**src/verilog/tla_defs.svh**
```systemverilog
`ifndef TLA_DEFS_SVH
`define TLA_DEFS_SVH

// ==========================================
// Register offsets
`define TLA_OFS_ONE_SHOT   8'h0F
`define TLA_OFS_EXT_CRIT   8'h19
`define TLA_OFS_CH_MASK    8'h1F
`define TLA_OFS_INT_CRIT   8'h20
`define TLA_OFS_CRIT_HYST  8'h21
`define TLA_OFS_CONSEC     8'h22
`define TLA_OFS_GAIN_CFG   8'h25

// ==========================================
// Reset values
`define TLA_RST_CRIT       8'h55
`define TLA_RST_HYST       8'h0A
`define TLA_RST_CONSEC     8'h70
`define TLA_RST_GAIN_CFG   8'h08

// ==========================================
// Field positions
`define TLA_BIT_INT_MASK   0
`define TLA_BIT_EXT_MASK   1
`define TLA_BIT_TIMEOUT    7
`define TLA_CRIT_CNT_HI    6
`define TLA_CRIT_CNT_LO    4
`define TLA_ALRT_CNT_HI    3
`define TLA_ALRT_CNT_LO    1
`define TLA_BIT_GAIN_AUTO  3
`define TLA_GAIN_SEL_HI    2
`define TLA_GAIN_SEL_LO    0

// ==========================================
// Timing
`define TLA_TIMEOUT_MS     30
`define TLA_CLK_KHZ        125000

`endif

```
**src/verilog/tla_pkg.sv**
```systemverilog
package tla_pkg;

	// Bus slave states, Gray coded along idle, receive, ack, transmit, master ack
	typedef enum logic [2:0] {
		TLA_IDLE = 3'h0,
		TLA_RX   = 3'h1,
		TLA_ACK  = 3'h3,
		TLA_TX   = 3'h2,
		TLA_MACK = 3'h6
	} tla_bus_st_t;

endpackage : tla_pkg

```
**src/verilog/tla_thermal_alarm.sv**
```systemverilog
`timescale 1ns/1ps
`include "tla_defs.svh"
// Behaviour
// One-shot write in standby, idle starts conversion
// One-shot write while active is ignored
// Above critical limit asserts critical pin
// Critical pin unmaskable, released below limit minus hysteresis
// External mask blocks external alarms and faults
// Internal mask blocks internal alarms
// Channel masks never affect critical pin
// Consecutive faults increment channel alarm counter
// Clean measurement clears channel alarm counter
// Interrupt mode: count reached sets status, clears
// Comparator mode counts only high-limit excess
// Comparator alarm holds until below high minus hysteresis
// Optional bus timeout after long clock low
// Critical counter asserts critical pin at count
// Before assertion, below-limit clears critical counter
// After assertion, counter held until hysteresis point
// Shared three-bit alarm count field, default one
// Count codes decode one to four; reset 70h
// Auto gain compensation chosen each conversion start
// Compensation field reads setting; writes only when manual
// Codes 0-6 levels, 7 off, 8-F auto
// Host should program 111b for discrete diodes
// Comparator mode bit; ignores global mask
// Standby bit stops conversions
// Global mask blocks interrupt-mode alarm pin only
// Separate counters per channel, own measurements only
module tla_thermal_alarm #(
	parameter logic [6:0] DEV_ADDR    = 7'h2A,
	parameter int         TIMEOUT_CYC = `TLA_TIMEOUT_MS * `TLA_CLK_KHZ
) (
	input  wire logic       ref_clk,
	input  wire logic       resetn,
	input  wire logic       scl_i,
	input  wire logic       sda_i,
	output wire logic       sda_o,
	output wire logic       sda_oe_n,
	output wire logic       alert_o,
	output wire logic       alert_oe_n,
	output wire logic       therm_o,
	output wire logic       therm_oe_n,
	input  wire logic       cfg_mask_all,
	input  wire logic       cfg_standby,
	input  wire logic       cfg_comp_mode,
	input  wire logic       conv_busy,
	output wire logic       conv_start,
	input  wire logic       conv_begin,
	input  wire logic [2:0] beta_auto_in,
	output wire logic       beta_auto_en,
	output wire logic [2:0] beta_code,
	input  wire logic       meas_valid,
	input  wire logic       meas_chan,
	input  wire logic [7:0] meas_temp,
	input  wire logic [7:0] meas_high_lim,
	input  wire logic [7:0] meas_low_lim,
	input  wire logic       meas_fault,
	input  wire logic       stat_clear,
	output wire logic [1:0] stat_high,
	output wire logic [1:0] stat_low,
	output wire logic       stat_fault
);

	// ==========================================
	// Registers
	logic [7:0] ext_crit_q, int_crit_q, hyst_q, consec_q;
	logic [1:0] ch_mask_q;
	logic       gain_auto_q;
	logic [2:0] gain_sel_q;
	logic       conv_start_q;
	logic       alert_oe_n_q, therm_oe_n_q, sda_oe_n_q;

	// Bus slave state
	tla_pkg::tla_bus_st_t st_q;
	logic       scl_s1, scl_s2, scl_s3, sda_s1, sda_s2, sda_s3;
	logic [3:0] cnt_q;
	logic [7:0] sr_q, tx_q, ptr_q;
	logic       addr_ph_q, ptr_ph_q, rd_q, nack_q;
	logic [22:0] low_cnt_q;
	logic       scl_rise, scl_fall, bus_start, bus_stop, to_hit, wr_stb;
	logic [7:0] rd_data;

	// Channel results
	logic [1:0] cact_w, tact_w, pend_w, fire_w, sthi_w, stlo_w, stfl_w;
	logic [2:0] alrt_need, crit_need;

	// Count code decode: one plus number of ones gives 000=1, 001=2, 011=3, 111=4
	function automatic logic [2:0] tla_need(input logic [2:0] f);
		tla_need = {2'h0, f[0]} + {2'h0, f[1]} + {2'h0, f[2]} + 3'h1;
	endfunction : tla_need

	assign alrt_need = tla_need(consec_q[`TLA_ALRT_CNT_HI:`TLA_ALRT_CNT_LO]);   // see
	assign crit_need = tla_need(consec_q[`TLA_CRIT_CNT_HI:`TLA_CRIT_CNT_LO]);

	// ==========================================
	// Pin synchronisers, first stage feeds second only
	always_ff @(posedge ref_clk or negedge resetn) begin
		if (!resetn) begin
			scl_s1 <= 1'b1;
			scl_s2 <= 1'b1;
			scl_s3 <= 1'b1;
			sda_s1 <= 1'b1;
			sda_s2 <= 1'b1;
			sda_s3 <= 1'b1;
		end else begin
			scl_s1 <= scl_i;
			scl_s2 <= scl_s1;
			scl_s3 <= scl_s2;
			sda_s1 <= sda_i;
			sda_s2 <= sda_s1;
			sda_s3 <= sda_s2;
		end
	end

	assign scl_rise  = scl_s2 && !scl_s3;
	assign scl_fall  = !scl_s2 && scl_s3;
	assign bus_start = scl_s2 && scl_s3 && !sda_s2 && sda_s3;
	assign bus_stop  = scl_s2 && scl_s3 && sda_s2 && !sda_s3;

	// Clock-low timer; saturates so a stuck line reports once
	always_ff @(posedge ref_clk or negedge resetn) begin
		if (!resetn) begin
			low_cnt_q <= 23'h0;
		end else if (scl_s2) begin
			low_cnt_q <= 23'h0;
		end else if (low_cnt_q != 23'(TIMEOUT_CYC)) begin
			low_cnt_q <= low_cnt_q + 23'h1;
		end
	end

	assign to_hit = consec_q[`TLA_BIT_TIMEOUT] && !scl_s2 && (low_cnt_q == 23'(TIMEOUT_CYC) - 23'h1);

	// ==========================================
	// Read mux; unmapped offsets and the trigger read zero
	always_comb begin
		unique case (ptr_q)
			`TLA_OFS_EXT_CRIT:  rd_data = ext_crit_q;
			`TLA_OFS_CH_MASK:   rd_data = {6'h0, ch_mask_q};
			`TLA_OFS_INT_CRIT:  rd_data = int_crit_q;
			`TLA_OFS_CRIT_HYST: rd_data = hyst_q;
			`TLA_OFS_CONSEC:    rd_data = {consec_q[7:1], 1'b0};
			`TLA_OFS_GAIN_CFG:  rd_data = {4'h0, gain_auto_q, gain_sel_q};
			default:            rd_data = 8'h00;
		endcase
	end

	assign wr_stb = scl_fall && (st_q == tla_pkg::TLA_RX) && (cnt_q == 4'h8) && !addr_ph_q && !ptr_ph_q;

	// ==========================================
	// Byte-level slave: address, pointer, data writes and reads
	always_ff @(posedge ref_clk or negedge resetn) begin
		if (!resetn) begin
			st_q       <= tla_pkg::TLA_IDLE;
			cnt_q      <= 4'h0;
			sr_q       <= 8'h00;
			tx_q       <= 8'h00;
			ptr_q      <= 8'h00;
			addr_ph_q  <= 1'b0;
			ptr_ph_q   <= 1'b0;
			rd_q       <= 1'b0;
			nack_q     <= 1'b0;
			sda_oe_n_q <= 1'b1;
		end else if (bus_stop || to_hit) begin
			st_q       <= tla_pkg::TLA_IDLE;
			sda_oe_n_q <= 1'b1;
		end else if (bus_start) begin
			st_q       <= tla_pkg::TLA_RX;
			cnt_q      <= 4'h0;
			addr_ph_q  <= 1'b1;
			sda_oe_n_q <= 1'b1;
		end else begin
			unique case (st_q)
				tla_pkg::TLA_IDLE: begin
					sda_oe_n_q <= 1'b1;
				end
				tla_pkg::TLA_RX: begin
					if (scl_rise) begin
						sr_q  <= {sr_q[6:0], sda_s2};
						cnt_q <= cnt_q + 4'h1;
					end else if (scl_fall && cnt_q == 4'h8) begin
						if (addr_ph_q) begin
							if (sr_q[7:1] == DEV_ADDR) begin
								st_q       <= tla_pkg::TLA_ACK;
								rd_q       <= sr_q[0];
								ptr_ph_q   <= !sr_q[0];
								sda_oe_n_q <= 1'b0;
							end else begin
								st_q <= tla_pkg::TLA_IDLE;
							end
							addr_ph_q <= 1'b0;
						end else begin
							if (ptr_ph_q) begin
								ptr_q <= sr_q;
							end
							ptr_ph_q   <= 1'b0;
							st_q       <= tla_pkg::TLA_ACK;
							sda_oe_n_q <= 1'b0;
						end
					end
				end
				tla_pkg::TLA_ACK: begin
					if (scl_fall) begin
						cnt_q <= 4'h0;
						if (rd_q) begin
							st_q       <= tla_pkg::TLA_TX;
							tx_q       <= {rd_data[6:0], 1'b0};
							sda_oe_n_q <= rd_data[7];
						end else begin
							st_q       <= tla_pkg::TLA_RX;
							sda_oe_n_q <= 1'b1;
						end
					end
				end
				tla_pkg::TLA_TX: begin
					if (scl_fall) begin
						if (cnt_q == 4'h7) begin
							st_q       <= tla_pkg::TLA_MACK;
							sda_oe_n_q <= 1'b1;
						end else begin
							cnt_q      <= cnt_q + 4'h1;
							tx_q       <= {tx_q[6:0], 1'b0};
							sda_oe_n_q <= tx_q[7];
						end
					end
				end
				tla_pkg::TLA_MACK: begin
					if (scl_rise) begin
						nack_q <= sda_s2;
					end else if (scl_fall) begin
						cnt_q <= 4'h0;
						if (nack_q) begin
							st_q <= tla_pkg::TLA_IDLE;
						end else begin
							st_q       <= tla_pkg::TLA_TX;
							tx_q       <= {rd_data[6:0], 1'b0};
							sda_oe_n_q <= rd_data[7];
						end
					end
				end
				default: begin
					st_q       <= tla_pkg::TLA_IDLE;
					sda_oe_n_q <= 1'b1;
				end
			endcase
		end
	end

	// ==========================================
	// Register writes
	always_ff @(posedge ref_clk or negedge resetn) begin
		if (!resetn) begin
			ext_crit_q <= `TLA_RST_CRIT;
			int_crit_q <= `TLA_RST_CRIT;
			hyst_q     <= `TLA_RST_HYST;
			consec_q   <= `TLA_RST_CONSEC;
			ch_mask_q  <= 2'h0;
		end else if (wr_stb) begin
			unique case (ptr_q)
				`TLA_OFS_EXT_CRIT:  ext_crit_q <= sr_q;
				`TLA_OFS_INT_CRIT:  int_crit_q <= sr_q;
				`TLA_OFS_CRIT_HYST: hyst_q     <= sr_q;
				`TLA_OFS_CONSEC:    consec_q   <= {sr_q[7:1], 1'b0};
				`TLA_OFS_CH_MASK:   ch_mask_q  <= sr_q[1:0];
				default:            ;
			endcase
		end
	end

	// One-shot only honoured in standby when the engine is idle
	always_ff @(posedge ref_clk or negedge resetn) begin
		if (!resetn) begin
			conv_start_q <= 1'b0;
		end else begin
			conv_start_q <= wr_stb && (ptr_q == `TLA_OFS_ONE_SHOT) && cfg_standby && !conv_busy;  // see see
		end
	end

	// Reset image of the gain register, sliced per field so no bits drop silently
	localparam logic [7:0] GAIN_RST = `TLA_RST_GAIN_CFG;

	// Gain compensation: auto mode loads the detector's pick at each conversion start
	always_ff @(posedge ref_clk or negedge resetn) begin
		if (!resetn) begin
			gain_auto_q <= GAIN_RST[`TLA_BIT_GAIN_AUTO];
			gain_sel_q  <= GAIN_RST[`TLA_GAIN_SEL_HI:`TLA_GAIN_SEL_LO];
		end else if (wr_stb && ptr_q == `TLA_OFS_GAIN_CFG) begin
			gain_auto_q <= sr_q[`TLA_BIT_GAIN_AUTO];
			if (!sr_q[`TLA_BIT_GAIN_AUTO]) begin
				gain_sel_q <= sr_q[`TLA_GAIN_SEL_HI:`TLA_GAIN_SEL_LO];
			end
		end else if (conv_begin && gain_auto_q) begin
			gain_sel_q <= beta_auto_in;
		end
	end

	// ==========================================
	// Per-channel counters: 0 internal, 1 external
	for (genvar i = 0; i < 2; i++) begin : g_ch
		logic [2:0] acnt_q, tcnt_q;
		logic       cact_q, tact_q, pend_q, sthi_q, stlo_q, stfl_q;
		logic       ev, over_hi, below_lo, flt, over_crit, crit_rel, hi_rel, cond;
		logic [7:0] crit;

		assign crit      = (i == 1) ? ext_crit_q : int_crit_q;
		assign ev        = meas_valid && (meas_chan == 1'(i));
		assign over_hi   = meas_temp > meas_high_lim;
		assign below_lo  = meas_temp <= meas_low_lim;
		assign flt       = meas_fault && (i == 1);
		assign over_crit = meas_temp > crit;
		// Sum form avoids an underflow when hysteresis exceeds the limit
		assign crit_rel  = ({1'b0, meas_temp} + {1'b0, hyst_q}) < {1'b0, crit};
		assign hi_rel    = ({1'b0, meas_temp} + {1'b0, hyst_q}) < {1'b0, meas_high_lim};
		assign cond      = over_hi || below_lo || flt;
		assign fire_w[i] = ev && !cfg_comp_mode && cond && ((acnt_q + 3'h1) >= alrt_need);

		// Alarm counter in both pin modes
		always_ff @(posedge ref_clk or negedge resetn) begin
			if (!resetn) begin
				acnt_q <= 3'h0;
				cact_q <= 1'b0;
			end else if (ev) begin
				if (cfg_comp_mode) begin
					if (over_hi) begin
						if (!cact_q) begin
							acnt_q <= acnt_q + 3'h1;
							cact_q <= (acnt_q + 3'h1) >= alrt_need;
						end
					end else if (!cact_q || hi_rel) begin
						acnt_q <= 3'h0;
						cact_q <= 1'b0;
					end
				end else begin
					cact_q <= 1'b0;
					if (fire_w[i] || !cond) begin   // see
						acnt_q <= 3'h0;
					end else begin
						acnt_q <= acnt_q + 3'h1;
					end
				end
			end
		end

		// Status and pending alarm; a fire beats a same-cycle clear
		always_ff @(posedge ref_clk or negedge resetn) begin
			if (!resetn) begin
				pend_q <= 1'b0;
				sthi_q <= 1'b0;
				stlo_q <= 1'b0;
				stfl_q <= 1'b0;
			end else if (fire_w[i]) begin
				pend_q <= pend_q || !ch_mask_q[i];   // see
				sthi_q <= sthi_q || over_hi;
				stlo_q <= stlo_q || below_lo;
				stfl_q <= stfl_q || flt;
			end else if (stat_clear) begin
				pend_q <= 1'b0;
				sthi_q <= 1'b0;
				stlo_q <= 1'b0;
				stfl_q <= 1'b0;
			end
		end

		// Critical counter, held once asserted until the hysteresis point
		always_ff @(posedge ref_clk or negedge resetn) begin
			if (!resetn) begin
				tcnt_q <= 3'h0;
				tact_q <= 1'b0;
			end else if (ev) begin
				if (over_crit) begin
					if (!tact_q) begin
						tcnt_q <= tcnt_q + 3'h1;
						tact_q <= (tcnt_q + 3'h1) >= crit_need;
					end
				end else if (!tact_q || crit_rel) begin   // see see
					tcnt_q <= 3'h0;
					tact_q <= 1'b0;
				end
			end
		end

		assign cact_w[i] = cact_q && !ch_mask_q[i];   // see
		assign pend_w[i] = pend_q;
		assign tact_w[i] = tact_q;
		assign sthi_w[i] = sthi_q;
		assign stlo_w[i] = stlo_q;
		assign stfl_w[i] = stfl_q;
	end

	// ==========================================
	// Pins; comparator mode ignores the global mask, masks never touch the critical pin
	always_ff @(posedge ref_clk or negedge resetn) begin
		if (!resetn) begin
			alert_oe_n_q <= 1'b1;
			therm_oe_n_q <= 1'b1;
		end else begin
			alert_oe_n_q <= cfg_comp_mode ? !(|cact_w) : !((|pend_w) && !cfg_mask_all);  // see
			therm_oe_n_q <= !(|tact_w);
		end
	end

	assign sda_o        = 1'b0;
	assign sda_oe_n     = sda_oe_n_q;
	assign alert_o      = 1'b0;
	assign alert_oe_n   = alert_oe_n_q;
	assign therm_o      = 1'b0;
	assign therm_oe_n   = therm_oe_n_q;
	assign conv_start   = conv_start_q;
	assign beta_auto_en = gain_auto_q;
	assign beta_code    = gain_sel_q;
	assign stat_high    = sthi_w;
	assign stat_low     = stlo_w;
	assign stat_fault   = stfl_w[1];

	// ==========================================
	// Assertions
	property p_oneshot_go;
		@(posedge ref_clk) disable iff (!resetn)
		(wr_stb && ptr_q == `TLA_OFS_ONE_SHOT && cfg_standby && !conv_busy) |=> conv_start;
	endproperty
	a_oneshot_go: assert property (p_oneshot_go) else $error("one-shot did not start");

	property p_oneshot_active;
		@(posedge ref_clk) disable iff (!resetn)
		conv_start |-> $past(cfg_standby) && !$past(conv_busy);
	endproperty
	a_oneshot_active: assert property (p_oneshot_active) else $error("start while active");

	property p_therm_pin;
		@(posedge ref_clk) disable iff (!resetn)
		(|tact_w) |=> !therm_oe_n;
	endproperty
	a_therm_pin: assert property (p_therm_pin) else $error("critical pin not driven");

	property p_mask_all;
		@(posedge ref_clk) disable iff (!resetn)
		(!cfg_comp_mode && cfg_mask_all) |=> alert_oe_n;
	endproperty
	a_mask_all: assert property (p_mask_all) else $error("masked alarm drove pin");

	property p_fire_ext;
		@(posedge ref_clk) disable iff (!resetn)
		(fire_w[1] && !ch_mask_q[1] && !cfg_mask_all && !cfg_comp_mode) |=> pend_w[1] ##1 (!alert_oe_n || cfg_mask_all);
	endproperty
	a_fire_ext: assert property (p_fire_ext) else $error("external fire not signalled");

	property p_timeout;
		@(posedge ref_clk) disable iff (!resetn)
		to_hit |=> st_q == tla_pkg::TLA_IDLE && sda_oe_n;
	endproperty
	a_timeout: assert property (p_timeout) else $error("timeout did not reset slave");

	property p_gain_lock;
		@(posedge ref_clk) disable iff (!resetn)
		(wr_stb && ptr_q == `TLA_OFS_GAIN_CFG && sr_q[3] && !conv_begin) |=> $stable(beta_code);
	endproperty
	a_gain_lock: assert property (p_gain_lock) else $error("auto field changed by write");

	property p_comp_pin;
		@(posedge ref_clk) disable iff (!resetn)
		(cfg_comp_mode && (|cact_w)) |=> !alert_oe_n;
	endproperty
	a_comp_pin: assert property (p_comp_pin) else $error("comparator alarm not on pin");

endmodule : tla_thermal_alarm

```
**config.mk**
```make
export PLATFORM = sky130hd
export DESIGN_NAME = tla_thermal_alarm
export DESIGN_NICKNAME = d
export VERILOG_FILES = /design/src/verilog/tla_pkg.sv /design/src/verilog/tla_thermal_alarm.sv
export VERILOG_INCLUDE_DIRS = /design/src /design/src/verilog
export SDC_FILE = /design/constraint.sdc
export NUM_CORES = 1
export LEC_CHECK = 0
export BUFFER_PORTS_ARGS = -buffer_cell sky130_fd_sc_hd__buf_2
export CAP_MARGIN = 20
export CORE_MARGIN = 2
export CORE_UTILIZATION = 40
export DETAILED_ROUTE_END_ITERATION = 10
export HOLD_SLACK_MARGIN = 0.03
export PLACE_DENSITY = 0.65
export SYNTH_ARGS = -nofsm -noshare
export SYNTH_HDL_FRONTEND = slang
export SYNTH_SLANG_ARGS = --single-unit
```
**constraint.sdc**
```tcl
create_clock -name ref_clk -period 7.35 [get_ports ref_clk]
set_input_delay 1.1025 -clock ref_clk [delete_from_list [all_inputs] [get_ports ref_clk]]
set_output_delay 1.1025 -clock ref_clk [all_outputs]
set_load 0.005 [all_outputs]
```
==> run_summary.xml, run 1 <==
<?xml version="1.0" encoding="UTF-8"?>
<metrics>
  <group name="grt">
    <metric name="antenna_violations_before_repair" unit="">0</metric>
    <metric name="number_of_global_route_vias_before_repair" unit="">6169</metric>
    <metric name="groute.usage.overall" unit="%">18.07</metric>
    <metric name="grt_pass1_wl" unit="mm">31.51</metric>
    <metric name="grt_max_degree" unit="">76</metric>
    <metric name="overflow" unit="">0</metric>
  </group>
  <group name="sta">
    <metric name="timing.setup.tns" unit="ns">0</metric>
    <metric name="max_slew.worst_pin.slew" unit="ns">0.9612</metric>
    <metric name="final_hold_viol_count" unit="">0</metric>
    <metric name="postLayoutSetupSlackWorst" unit="ns">3.334</metric>
    <metric name="clock-skew-final" unit="ns">0.01132</metric>
    <metric name="slew_headroom" unit="%">35.92</metric>
    <metric name="finalCriticalPeriod" unit="ns">4.016</metric>
    <metric name="rsz_0062_raised_after_global_routing" unit="">no</metric>
    <metric name="fmax_achieved" unit="GHz">0.2490</metric>
    <metric name="timing.final.max_slew_violations" unit="">0</metric>
    <metric name="finalSetupViolations" unit="">0</metric>
    <metric name="timing.final.crit_share" unit="%">54.64</metric>
  </group>
  <group name="synthesis">
    <metric name="yosys-mux-area-fraction" unit="%">7.500</metric>
    <metric name="summed_instance_area_of_the_synthesized_netlist" unit="um2">8192</metric>
    <metric name="synth_simple_gate_area_share" unit="%">17.26</metric>
    <metric name="synthesis.area_per_instance" unit="um2">9.671</metric>
    <metric name="synth-compound-area-share" unit="%">14.72</metric>
    <metric name="synth_adder_area_share" unit="%">13.53</metric>
    <metric name="synth.ff_latch_count" unit="">127</metric>
    <metric name="post_synthesis_cell_type_count" unit="">75</metric>
    <metric name="yosys_most_used_dff" unit="">dfrtp_1</metric>
    <metric name="async_reset_ff_share" unit="%">100.0</metric>
    <metric name="syn_inst" unit="">847</metric>
    <metric name="area_share_of_xor_xnor_cells_in_the_synthesized_design" unit="%">2.994</metric>
    <metric name="synth_top_family_by_area" unit="">simple AND/OR/NAND/NOR gates</metric>
    <metric name="seq_area_frac_synth" unit="%">39.15</metric>
    <metric name="synth_edf_count" unit="">0</metric>
    <metric name="yosys_warnings" unit="">0</metric>
  </group>
  <group name="worst_hold_path">
    <metric name="hp-class" unit="">reg -&gt; reg</metric>
  </group>
  <group name="die">
    <metric name="floorplan.die.height" unit="um">147.1</metric>
    <metric name="design.core.area" unit="um2">20170</metric>
    <metric name="floorplan.die.width" unit="um">147.1</metric>
    <metric name="rows" unit="">52</metric>
    <metric name="design.die.area" unit="um2">21640</metric>
    <metric name="design.portCount" unit="">56</metric>
    <metric name="floorplan.initialDensity" unit="%">40.61</metric>
  </group>
  <group name="clock_network">
    <metric name="ctsHtreeMaxLevel" unit="">4</metric>
    <metric name="cts-root-buf" unit="">clkbuf_16</metric>
    <metric name="cts_tree" unit="">yes</metric>
    <metric name="clock_latency" unit="ns">0.42</metric>
    <metric name="sinks_on_clock_net" unit="">127</metric>
    <metric name="clk_path_buf_depth" unit="">2</metric>
    <metric name="post_cts.repair.setup_buffers" unit="">0</metric>
    <metric name="clk_transition_reported_paths" unit="ns">0.06</metric>
    <metric name="hold_buffers" unit="">0</metric>
    <metric name="numCtsBuffers" unit="">17</metric>
    <metric name="resize_count_post_cts" unit="">0</metric>
  </group>
  <group name="routing">
    <metric name="via_count" unit="">6236</metric>
    <metric name="antenna_viol_nets_final" unit="">0</metric>
    <metric name="drt-vias-per-instance" unit="">5.294</metric>
    <metric name="first_iter_violations" unit="">438</metric>
    <metric name="drt_wl_total" unit="mm">18.69</metric>
    <metric name="detail_route.first_pass.iterations" unit="">5</metric>
    <metric name="post_drt_wl_per_cell" unit="um">15.87</metric>
    <metric name="route.detailed.drc" unit="">0</metric>
  </group>
  <group name="pwr">
    <metric name="cellPowerDensity" unit="nW/um2">244.7</metric>
    <metric name="power.leakage" unit="uW">0.004221</metric>
    <metric name="power.ir.vdd_worst" unit="uV">143.7</metric>
  </group>
  <group name="placement">
    <metric name="post-dp-hpwl" unit="mm">13.77</metric>
    <metric name="detailedPlace.worstSlack" unit="ns">2.933</metric>
    <metric name="globalplace.congestion" unit="">0.8478</metric>
    <metric name="place.port_buffers" unit="">52</metric>
  </group>
  <group name="finish">
    <metric name="layout-drive-gt1-share" unit="%">18.06</metric>
    <metric name="fillers" unit="">1896</metric>
    <metric name="areaGrowthSynthToFinish" unit="%">13.47</metric>
    <metric name="n_antenna_cell" unit="">0</metric>
    <metric name="post-route-util" unit="%">46.09</metric>
    <metric name="final_net_count" unit="">1023</metric>
  </group>
  <group name="worst_setup_path">
    <metric name="crit_path_start_kind" unit="">input pin</metric>
    <metric name="critPathMaxFanout" unit="">6</metric>
    <metric name="cpMaxStageDelayCell" unit="">fa_1</metric>
    <metric name="worst_path_dominant_cell_family" unit="">compound AO/OA/AOI/OAI gates</metric>
    <metric name="crit_chain" unit="">buf_2 -&gt; ha_1 -&gt; inv_1 -&gt; fa_1 -&gt; nand2b_1 -&gt; a21oi_1 -&gt; nand3_1 -&gt; nand2_1 -&gt; xor2_1 -&gt; ha_1 -&gt; a211oi_1 -&gt; nand2_1 -&gt; a31oi_1 -&gt; o21ai_1 -&gt; nor3_4 -&gt; o2111ai_1 -&gt; o221ai_1</metric>
    <metric name="classification_of_the_worst_setup_path" unit="">in -&gt; reg</metric>
    <metric name="end_kind" unit="">register</metric>
    <metric name="critical-path-max-stage-delay" unit="ns">0.38</metric>
    <metric name="cp.arrival" unit="ns">4.35</metric>
    <metric name="cp.required" unit="ns">7.68</metric>
    <metric name="cp_num_buf_inv" unit="">2</metric>
  </group>
  <group name="run_status">
    <metric name="outcome" unit="">completed</metric>
  </group>
  <group name="run">
    <metric name="max-cap-violations" unit="">0</metric>
  </group>
</metrics>
-- area by class of cell --
cell class	instances	area, um2	area share [%]
Multi-Input combinational cell	630	4599	49.48
Clock buffer	18	429.2	4.617
Tap cell	270	337.8	3.634
Timing Repair Buffer	53	270.3	2.908
Sequential cell	127	3207	34.50
Clock inverter	14	203.9	2.194
Inverter	66	247.7	2.665
-- routing by layer --
metal,share of wire (%),wire [um],GRT usage (%),vias up
li1,-,-,-,3094
met4,1.4,269,5.529,0
met1,49,9121,25.59,3013
met5,0,0,0,-
met2,46,8609,28.11,110
met3,3.7,690,3.478,19
-- placed cells by master, fill, tap and decap left out, types with 7 or more instances in the layout --
cell	count
dfrtp_1	104
ha_1	87
nand2_1	78
inv_1	66
nor2_1	66
a21oi_1	52
buf_2	51
o21ai_0	49
mux2_2	35
nand3_1	23
dfstp_2	23
mux2i_1	22
xor2_1	19
a21o_1	18
clkbuf_16	17
nand2b_1	14
nand4_1	12
o22ai_1	10
nor2b_1	10
xnor2_1	9
nor3_1	9
and2_1	8
and3_1	8
o21a_1	7
a22oi_1	7
-- cells in the mapped netlist, types with 10 or more instances --
cell | count | area (um2)
dfrtp_1 | 104 | 2603
ha_1 | 87 | 1089
nand2_1 | 78 | 292.8
inv_1 | 66 | 247.7
nor2_1 | 66 | 247.7
a21oi_1 | 52 | 260.3
o21ai_0 | 49 | 245.2
mux2_2 | 35 | 394.1
dfstp_2 | 23 | 604.3
nand3_1 | 23 | 115.1
mux2i_1 | 22 | 220.2
xor2_1 | 19 | 166.4
a21o_1 | 18 | 135.1
nand2b_1 | 14 | 87.58
nand4_1 | 12 | 75.07
buf_4 | 11 | 82.58
nor2b_1 | 10 | 62.56
o22ai_1 | 10 | 62.56
-- registers in the layout (all words and copies together) (netlist names), 2 cells and up --
| name | flops |
|---|---|
| ch_mask_q | 2 |
| hyst_q | 8 |
| ext_crit_q | 8 |
| ptr_q | 8 |
| g_ch.tact_q | 2 |
| sr_q | 8 |
| beta_code | 3 |
| cnt_q | 4 |
| tx_q | 7 |
| g_ch.crit | 8 |
| g_ch.pend_q | 2 |
| g_ch.stlo_q | 2 |
| g_ch.cact_q | 2 |
| g_ch.tcnt_q | 6 |
| st_q | 3 |
| low_cnt_q | 23 |
| consec_q | 7 |
| g_ch.acnt_q | 6 |
| g_ch.sthi_q | 2 |
-- report_power, final --
group / leakage [uW] / internal, uW / switching, uW / total (uW)
Sequential: 0.00164 / 780 / 113 / 893
Combinational: 0.00227 / 209 / 256 / 466
Clock: 0.000304 / 574 / 342 / 916
Total: 0.00422 / 1560 / 711 / 2270
-- per-stage QoR --
stage          power (uW)  cells  area [um2]  hold slack [ns]
2_1_floorplan        1232    849        8199           0.3452
3_3_place_gp         1355   1146        8662           0.3478
3_5_place_dp         1365   1146        8662           0.3479
4_1_cts              2285   1178        9295           0.3610
5_1_grt              2410   1178        9295           0.3582
6_report             2275   1178        9295           0.3567
-- worst paths after layout --
check	slack (ns)	from	cells after the start	end
max	3.33	meas_temp[0]	17	g_ch[1].acnt_q[2]$_DFFE_PN0P_
min	0.36	scl_s1$_DFF_PN1_	0	scl_s2$_DFF_PN1_
max reg2reg	3.66	hyst_q[1]$_DFFE_PN1P_	15	g_ch[1].acnt_q[2]$_DFFE_PN0P_
min reg2reg	0.36	scl_s1$_DFF_PN1_	0	scl_s2$_DFF_PN1_
max in group asynchronous	5.18	resetn	2	sr_q[2]$_DFFE_PN0P_
min in group asynchronous	0.74	resetn	1	g_ch[1].acnt_q[2]$_DFFE_PN0P_
-- logic make-up (layout without fill, tap and decap cells) --
logic type               Yosys count  count (layout)
flip-flops                       127             127
adder cells (fa/ha/maj)           88              88
AO/OA/AOI/OAI                    187             187
XOR/XNOR                          28              28
AND/OR/NAND/NOR                  267             267
multiplexers                      57              57
other                              1               3
buffers and inverters             92             151
No activity file was read; power rests on OpenSTA's default activity.
==> run 2, diff against run 1 <==
--- a/config.mk
+++ b/config.mk
@@ -6,13 +6,14 @@
 export SDC_FILE = /design/constraint.sdc
 export NUM_CORES = 1
 export LEC_CHECK = 0
+export ABC_AREA = 1
 export BUFFER_PORTS_ARGS = -buffer_cell sky130_fd_sc_hd__buf_2
 export CAP_MARGIN = 20
 export CORE_MARGIN = 2
 export CORE_UTILIZATION = 40
 export DETAILED_ROUTE_END_ITERATION = 10
 export HOLD_SLACK_MARGIN = 0.03
-export PLACE_DENSITY = 0.65
+export PLACE_DENSITY = 0.67
 export SYNTH_ARGS = -nofsm -noshare
 export SYNTH_HDL_FRONTEND = slang
 export SYNTH_SLANG_ARGS = --single-unit
==> constraint.sdc (replaced) <==
create_clock -name ref_clk -period 3.4 [get_ports ref_clk]
set_input_delay 0.51 -clock ref_clk [delete_from_list [all_inputs] [get_ports ref_clk]]
set_output_delay 0.51 -clock ref_clk [all_outputs]
set_load 0.005 [all_outputs]
==> run_summary.xml, run 2 <==
<?xml version="1.0" encoding="UTF-8"?>
<metrics>
  <group name="run_status">
    <metric name="outcome" unit="">completed</metric>
  </group>
  <group name="routing">
    <metric name="post_drt_wl_per_cell" unit="um">13.97</metric>
    <metric name="dr_wl_met3" unit="um">697</metric>
    <metric name="wl_met1" unit="mm">9.470</metric>
    <metric name="drt_wl_total" unit="mm">20.07</metric>
    <metric name="drt-vias-per-instance" unit="">4.985</metric>
    <metric name="antenna_viol_nets_final" unit="">0</metric>
    <metric name="maxUsedRoutingLayer" unit="">met4</metric>
    <metric name="met2_length" unit="mm">9.446</metric>
    <metric name="detail_route.first_pass.iterations" unit="">7</metric>
    <metric name="first_iter_violations" unit="">361</metric>
    <metric name="via_count" unit="">7158</metric>
    <metric name="route.detailed.drc" unit="">0</metric>
  </group>
  <group name="worst_setup_path">
    <metric name="worstSetupStartpoint" unit="">hyst_q[1]$_DFFE_PN1P_</metric>
    <metric name="cp.arrival" unit="ns">3.28</metric>
    <metric name="reg2reg_depth" unit="">17</metric>
    <metric name="critPathMaxFanout" unit="">5</metric>
    <metric name="r2r-end" unit="">g_ch[1].acnt_q[1]$_DFFE_PN0P_</metric>
    <metric name="crit_path_start_kind" unit="">register</metric>
    <metric name="end_kind" unit="">register</metric>
    <metric name="cp.required" unit="ns">3.70</metric>
    <metric name="setup.reg_to_reg.worst_slack" unit="ns">0.42</metric>
    <metric name="critical_path.reg2reg.startpoint" unit="">hyst_q[1]$_DFFE_PN1P_</metric>
    <metric name="classification_of_the_worst_setup_path" unit="">reg -&gt; reg</metric>
  </group>
  <group name="worst_hold_path">
    <metric name="hp-class" unit="">in -&gt; async</metric>
  </group>
  <group name="grt">
    <metric name="antenna_violations_before_repair" unit="">1</metric>
    <metric name="groute.usage.overall" unit="%">18.74</metric>
    <metric name="number_of_global_route_vias_before_repair" unit="">6604</metric>
    <metric name="grt_max_degree" unit="">56</metric>
    <metric name="overflow" unit="">0</metric>
    <metric name="grt_pass1_wl" unit="mm">32.85</metric>
  </group>
  <group name="synthesis">
    <metric name="synth_edf_count" unit="">0</metric>
    <metric name="syn_inst" unit="">1086</metric>
    <metric name="yosys_most_used_dff" unit="">dfrtp_1</metric>
    <metric name="synth_most_common_cell" unit="">nand2_1</metric>
    <metric name="post_synthesis_cell_type_count" unit="">50</metric>
    <metric name="largest_cells_by_area_after_synthesis" unit="">dfrtp_1 31%, ha_1 13%, nand2_1 12%, dfstp_2 7.1%, inv_1 7.0%</metric>
    <metric name="yosys_warnings" unit="">0</metric>
    <metric name="synth.ff_latch_count" unit="">127</metric>
    <metric name="summed_instance_area_of_the_synthesized_netlist" unit="um2">8461</metric>
    <metric name="most_frequent_cells_after_synthesis" unit="">267 x nand2_1, 157 x inv_1, 104 x dfrtp_1, 88 x o21ai_0, 87 x ha_1</metric>
    <metric name="yosysTopAreaCellShare" unit="%">30.76</metric>
    <metric name="seq_area_frac_synth" unit="%">37.90</metric>
    <metric name="synthesis.area_per_instance" unit="um2">7.791</metric>
    <metric name="yosysTopAreaCell" unit="">dfrtp_1</metric>
    <metric name="async_reset_ff_share" unit="%">100.0</metric>
  </group>
  <group name="pwr">
    <metric name="p_sw_share" unit="%">30.66</metric>
    <metric name="power.share.clock" unit="%">42.1</metric>
    <metric name="cellPowerDensity" unit="nW/um2">506.1</metric>
    <metric name="p_comb_share" unit="%">21.6</metric>
    <metric name="power.ir.vdd_worst" unit="uV">346.6</metric>
    <metric name="power.leakage" unit="uW">0.004736</metric>
    <metric name="design_power_total" unit="uW">4902</metric>
    <metric name="total_switching_power" unit="uW">1503</metric>
    <metric name="share_seq_of_total_power" unit="%">36.3</metric>
    <metric name="p_int" unit="uW">3399</metric>
  </group>
  <group name="die">
    <metric name="floorplan.die.width" unit="um">149.4</metric>
    <metric name="floorplan.initialDensity" unit="%">40.50</metric>
    <metric name="design.die.area" unit="um2">22330</metric>
    <metric name="design.core.area" unit="um2">20890</metric>
    <metric name="rows" unit="">53</metric>
    <metric name="floorplan.die.height" unit="um">149.4</metric>
    <metric name="design.portCount" unit="">56</metric>
  </group>
  <group name="finish">
    <metric name="register_ranked_first_by_flip_flop_count" unit="">low_cnt_q</metric>
    <metric name="areaGrowthSynthToFinish" unit="%">14.48</metric>
    <metric name="layout-drive-gt1-share" unit="%">14.05</metric>
    <metric name="post-route-util" unit="%">46.37</metric>
    <metric name="largest_reg_flops" unit="">23</metric>
    <metric name="mostFrequentLayoutCells" unit="">267 x nand2_1, 157 x inv_1, 104 x dfrtp_1</metric>
    <metric name="final_net_count" unit="">1275</metric>
    <metric name="instances_no_fill" unit="">1436</metric>
    <metric name="fillers" unit="">2040</metric>
    <metric name="layout_commonest_cell" unit="">nand2_1</metric>
  </group>
  <group name="sta">
    <metric name="rsz_0062_raised_after_global_routing" unit="">no</metric>
    <metric name="clock-skew-final" unit="ns">0.005480</metric>
    <metric name="fmax_achieved" unit="GHz">0.3359</metric>
    <metric name="finalSetupViolations" unit="">0</metric>
    <metric name="timing.setup.tns" unit="ns">0</metric>
    <metric name="timing.final.max_slew_violations" unit="">0</metric>
    <metric name="timing.final.crit_share" unit="%">87.57</metric>
    <metric name="postLayoutSetupSlackWorst" unit="ns">0.4226</metric>
    <metric name="finalCriticalPeriod" unit="ns">2.977</metric>
    <metric name="max_slew.worst_pin.slew" unit="ns">0.7299</metric>
    <metric name="slew_headroom" unit="%">51.34</metric>
    <metric name="final_hold_viol_count" unit="">0</metric>
  </group>
  <group name="clock_network">
    <metric name="clk_transition_reported_paths" unit="ns">0.06</metric>
    <metric name="resize_count_post_cts" unit="">0</metric>
    <metric name="sinks_on_clock_net" unit="">127</metric>
    <metric name="cts-root-buf" unit="">clkbuf_16</metric>
    <metric name="clock_latency" unit="ns">0.42</metric>
    <metric name="clk_path_buf_depth" unit="">2</metric>
    <metric name="numCtsBuffers" unit="">17</metric>
    <metric name="post_cts.repair.setup_buffers" unit="">0</metric>
    <metric name="ctsHtreeMaxLevel" unit="">4</metric>
    <metric name="hold_buffers" unit="">0</metric>
    <metric name="cts_tree" unit="">yes</metric>
  </group>
  <group name="placement">
    <metric name="numPlacedInstances" unit="">1403</metric>
    <metric name="place.port_buffers" unit="">52</metric>
    <metric name="globalplace.congestion" unit="">0.8774</metric>
    <metric name="detailedPlace.worstSlack" unit="ns">0.2298</metric>
    <metric name="post-dp-hpwl" unit="mm">15.28</metric>
  </group>
  <group name="run">
    <metric name="max-cap-violations" unit="">0</metric>
  </group>
</metrics>
run 2: routing by layer:
layer  GRT usage, %  vias to the layer above
li1               -                     3686
met1          24.52                     3318
met2          31.17                      118
met3          3.018                       36
met4          7.143                        0
met5              0                        -
run 2: worst max-delay path by stage:
stage,end,slack (ns),cells after the start
floorplan,g_ch[1].acnt_q[1]$_DFFE_PN0P_,0.61,18
global placement,g_ch[1].acnt_q[0]$_DFFE_PN0P_,0.31,19
detailed placement,g_ch[1].acnt_q[1]$_DFFE_PN0P_,0.23,19
CTS,g_ch[1].acnt_q[0]$_DFFE_PN0P_,0.42,17
global route,g_ch[0].cact_q$_DFFE_PN0P_,0.18,15
finish,g_ch[1].acnt_q[1]$_DFFE_PN0P_,0.42,17
run 2: power by group through the flow:
stage | combinational [uW] | clock, uW | sequential [uW]
finish | 1060 | 2060 | 1780
global route | 1240 | 2170 | 1800
CTS | 1070 | 2100 | 1780
detailed placement | 1070 | 0 | 1800
global placement | 1030 | 0 | 1800
floorplan | 779 | 0 | 1770
run 2: area by class of cell:
class,instances,area (um2),area share (%)
Clock buffer,18,439.2,4.534
Antenna cell,1,2.502,0.02584
Tap cell,275,344.1,3.553
Inverter,168,633.1,6.537
Sequential cell,127,3207,33.11
Timing Repair Buffer,57,312.8,3.230
Clock inverter,14,230.2,2.377
Multi-Input combinational cell,776,4517,46.63
run 2: cell families (layout without fill, tap and decap cells):
kind of cell | after synthesis | count (layout) | synth area share [%]
flip-flops | 127 | 127 | 37.90
other | 1 | 4 | 0.04432
XOR/XNOR | 15 | 15 | 1.553
buffers and inverters | 185 | 257 | 8.799
AO/OA/AOI/OAI | 190 | 190 | 12.39
adder cells (fa/ha/maj) | 88 | 88 | 13.10
AND/OR/NAND/NOR | 480 | 480 | 26.21
run 2: worst max-delay path, cell delays in order, from the launching register on:
cell,delay [ns]
dfstp_2,0.57
inv_1,0.06
fa_1,0.42
o21ai_1,0.29
xor2_1,0.22
ha_1,0.27
nand2_1,0.09
inv_1,0.04
nand2_1,0.06
nand3_1,0.07
nand2_1,0.06
nand2_1,0.04
nand2_1,0.05
nand2_1,0.13
nand2_1,0.16
nand3_1,0.15
nand2_1,0.08
o21ai_0,0.07
run 2: through the flow:
stage / hold slack (ns) / cell area (um2)
6_report: 0.1416 / 9686
5_1_grt: 0.1637 / 9683
3_5_place_dp: 0.3468 / 9014
2_1_floorplan: 0.2144 / 8468
4_1_cts: 0.1643 / 9683
3_3_place_gp: 0.3457 / 9014
==> run 3, diff against run 2 <==
--- a/config.mk
+++ b/config.mk
@@ -9,11 +9,13 @@
 export ABC_AREA = 1
 export BUFFER_PORTS_ARGS = -buffer_cell sky130_fd_sc_hd__buf_2
 export CAP_MARGIN = 20
+export CELL_PAD_IN_SITES_DETAIL_PLACEMENT = 1
+export CELL_PAD_IN_SITES_GLOBAL_PLACEMENT = 2
 export CORE_MARGIN = 2
-export CORE_UTILIZATION = 40
+export CORE_UTILIZATION = 33
 export DETAILED_ROUTE_END_ITERATION = 10
 export HOLD_SLACK_MARGIN = 0.03
-export PLACE_DENSITY = 0.67
+export PLACE_DENSITY = 0.85
 export SYNTH_ARGS = -nofsm -noshare
 export SYNTH_HDL_FRONTEND = slang
 export SYNTH_SLANG_ARGS = --single-unit
==> run_summary.xml, run 3 (synthesis results as in run 2) <==
<?xml version="1.0" encoding="UTF-8"?>
<metrics>
  <group name="sta">
    <metric name="holdWs" unit="ns">0.1091</metric>
    <metric name="finalCriticalPeriod" unit="ns">3.056</metric>
    <metric name="timing.setup.tns" unit="ns">0</metric>
    <metric name="rsz_0062_raised_after_global_routing" unit="">no</metric>
    <metric name="timing.final.max_slew_violations" unit="">0</metric>
    <metric name="slew_headroom" unit="%">48.57</metric>
    <metric name="finalSetupViolations" unit="">0</metric>
    <metric name="final_hold_viol_count" unit="">0</metric>
    <metric name="clock-skew-final" unit="ns">0.008949</metric>
    <metric name="max_slew.worst_pin.slew" unit="ns">0.7715</metric>
    <metric name="fmax_achieved" unit="GHz">0.3272</metric>
    <metric name="timing.final.crit_share" unit="%">89.89</metric>
  </group>
  <group name="clock_network">
    <metric name="numCtsBuffers" unit="">17</metric>
    <metric name="ctsHtreeMaxLevel" unit="">4</metric>
    <metric name="cts-root-buf" unit="">clkbuf_16</metric>
    <metric name="clk_transition_reported_paths" unit="ns">0.07</metric>
    <metric name="sinks_on_clock_net" unit="">127</metric>
    <metric name="clk_path_buf_depth" unit="">2</metric>
    <metric name="clock_latency" unit="ns">0.43</metric>
    <metric name="hold_buffers" unit="">0</metric>
    <metric name="cts_tree" unit="">yes</metric>
  </group>
  <group name="placement">
    <metric name="post-dp-hpwl" unit="mm">18.35</metric>
    <metric name="place.port_buffers" unit="">52</metric>
    <metric name="globalplace.congestion" unit="">0.8037</metric>
  </group>
  <group name="worst_setup_path">
    <metric name="crit_chain" unit="">inv_1 -&gt; fa_1 -&gt; o21ai_2 -&gt; xor2_1 -&gt; ha_1 -&gt; nand2_1 -&gt; inv_1 -&gt; nand2_1 -&gt; nand3_1 -&gt; nand2_1 -&gt; nand2_1 -&gt; nand2_1 -&gt; nand2_1 -&gt; nand2_1 -&gt; nand3_1 -&gt; nand2_1 -&gt; o21ai_0</metric>
    <metric name="setup.reg_to_reg.worst_slack" unit="ns">0.34</metric>
    <metric name="cp.arrival" unit="ns">3.36</metric>
    <metric name="critical_path.reg2reg.startpoint" unit="">hyst_q[1]$_DFFE_PN1P_</metric>
    <metric name="crit_path_start_kind" unit="">register</metric>
    <metric name="r2r-end" unit="">g_ch[1].acnt_q[0]$_DFFE_PN0P_</metric>
    <metric name="reg2reg_depth" unit="">17</metric>
    <metric name="cell_seen_most_often_among_critical_path_stages" unit="">nand2_1</metric>
    <metric name="critPathMaxFanout" unit="">5</metric>
    <metric name="cpMaxStageDelayCell" unit="">dfstp_2</metric>
    <metric name="critical-path-max-stage-delay" unit="ns">0.56</metric>
    <metric name="end_kind" unit="">register</metric>
    <metric name="cp.required" unit="ns">3.71</metric>
    <metric name="classification_of_the_worst_setup_path" unit="">reg -&gt; reg</metric>
  </group>
  <group name="pwr">
    <metric name="power.share.clock" unit="%">38.4</metric>
    <metric name="total_switching_power" unit="uW">1636</metric>
    <metric name="power.ir.vdd_worst" unit="uV">345.5</metric>
    <metric name="power.leakage" unit="uW">0.004689</metric>
    <metric name="p_sw_share" unit="%">35.05</metric>
    <metric name="p_comb_share" unit="%">23.4</metric>
    <metric name="cellPowerDensity" unit="nW/um2">483.2</metric>
    <metric name="share_seq_of_total_power" unit="%">38.2</metric>
    <metric name="p_int" unit="uW">3033</metric>
  </group>
  <group name="die">
    <metric name="floorplan.die.height" unit="um">164.1</metric>
    <metric name="design.die.area" unit="um2">26940</metric>
    <metric name="design.core.area" unit="um2">25180</metric>
    <metric name="floorplan.die.width" unit="um">164.1</metric>
    <metric name="design.portCount" unit="">56</metric>
    <metric name="floorplan.initialDensity" unit="%">33.60</metric>
    <metric name="rows" unit="">58</metric>
  </group>
  <group name="grt">
    <metric name="groute.usage.overall" unit="%">18.71</metric>
    <metric name="antenna_violations_before_repair" unit="">0</metric>
    <metric name="grt_max_degree" unit="">76</metric>
    <metric name="number_of_global_route_vias_before_repair" unit="">7698</metric>
    <metric name="grt_pass1_wl" unit="mm">39.54</metric>
    <metric name="overflow" unit="">0</metric>
  </group>
  <group name="routing">
    <metric name="first_iter_violations" unit="">212</metric>
    <metric name="via_count" unit="">7321</metric>
    <metric name="post_drt_wl_per_cell" unit="um">15.79</metric>
    <metric name="route.detailed.drc" unit="">0</metric>
    <metric name="detail_route.first_pass.iterations" unit="">4</metric>
    <metric name="drt_wl_total" unit="mm">23.53</metric>
    <metric name="antenna_viol_nets_final" unit="">0</metric>
    <metric name="drt-vias-per-instance" unit="">4.913</metric>
  </group>
  <group name="finish">
    <metric name="areaGrowthSynthToFinish" unit="%">14.20</metric>
    <metric name="register_ranked_first_by_flip_flop_count" unit="">low_cnt_q</metric>
    <metric name="layout_commonest_cell" unit="">nand2_1</metric>
    <metric name="layout-drive-gt1-share" unit="%">14.14</metric>
    <metric name="largest_reg_flops" unit="">23</metric>
    <metric name="mostFrequentLayoutCells" unit="">267 x nand2_1, 157 x inv_1, 104 x dfrtp_1</metric>
    <metric name="n_antenna_cell" unit="">0</metric>
    <metric name="final_net_count" unit="">1275</metric>
  </group>
  <group name="run">
    <metric name="max-cap-violations" unit="">0</metric>
  </group>
  <group name="run_status">
    <metric name="outcome" unit="">completed</metric>
  </group>
  <group name="worst_hold_path">
    <metric name="hp-class" unit="">in -&gt; async</metric>
  </group>
</metrics>
## run 3: metal layers
layer | global-route usage, % | part of all wire [%] | routed length, um | vias to the layer above
met2 | 31.76 | 48 | 11270 | 82
met1 | 24.83 | 48 | 11330 | 3533
li1 | - | - | - | 3686
met3 | 3.359 | 2.7 | 637 | 20
met4 | 4.067 | 1.3 | 301 | 0
met5 | 0 | 0 | 0 | -
## run 3: area by class of cell
type	count	area, um2
Inverter	168	633.1
Tap cell	330	412.9
Clock inverter	15	146.4
Sequential cell	127	3207
Fill cell	3118	15520
Multi-Input combinational cell	776	4521
Timing Repair Buffer	57	316.6
Clock buffer	17	425.4
## run 3: worst max-delay path by stage
stage / start / to / slack (ns) / cells past startpoint
6_report: hyst_q[1]$_DFFE_PN1P_ / g_ch[1].acnt_q[0]$_DFFE_PN0P_ / 0.34 / 17
5_1_grt: hyst_q[0]$_DFFE_PN0P_ / g_ch[1].acnt_q[0]$_DFFE_PN0P_ / 0.04 / 18
4_1_cts: hyst_q[1]$_DFFE_PN1P_ / g_ch[1].acnt_q[0]$_DFFE_PN0P_ / 0.24 / 17
3_5_place_dp: meas_temp[0] / g_ch[1].acnt_q[0]$_DFFE_PN0P_ / 0.04 / 19
3_3_place_gp: meas_temp[0] / g_ch[1].acnt_q[0]$_DFFE_PN0P_ / 0.18 / 19
2_1_floorplan: meas_temp[0] / g_ch[1].acnt_q[1]$_DFFE_PN0P_ / 0.61 / 18
## run 3: timing repair
action / in CTS / in global routing
hold endpoints to repair: 0 / 0
buffers inserted: 0 / 0
resized for setup: 0 / 1
setup endpoints to repair: 0 / 4
## run 3: metrics by stage
step	area (um2)	setup WS [ns]	power (uW)	util (%)	instances
floorplan	8468	0.6067	2551	-	1088
global placement	9086	0.1836	2874	36.08	1458
detailed placement	9086	0.03999	2918	36.08	1458
CTS	9658	0.2365	4732	38.35	1490
global route	9662	0.03565	4985	38.37	1490
finish	9662	0.3438	4669	38.37	1490
## run 3: power groups by stage
stage                     registers, uW  logic, uW  clock network, uW
after floorplan                    1770        779                  0
after global placement             1800       1070                  0
after detailed placement           1810       1110                  0
after CTS                          1780       1120               1830
after global routing               1810       1290               1890
final                              1780       1090               1790
## run 3: critical path: cells and delay by family, from the launching register on
family / cells / cell delay (ns)
and+or+nand+nor: 10 / 0.92
xor gates and xnor gates: 1 / 0.29
buffers and inverters: 2 / 0.10
AOI/OAI and AO/OA: 2 / 0.33
DFF: 1 / 0.56
adders and majority gates: 2 / 0.74
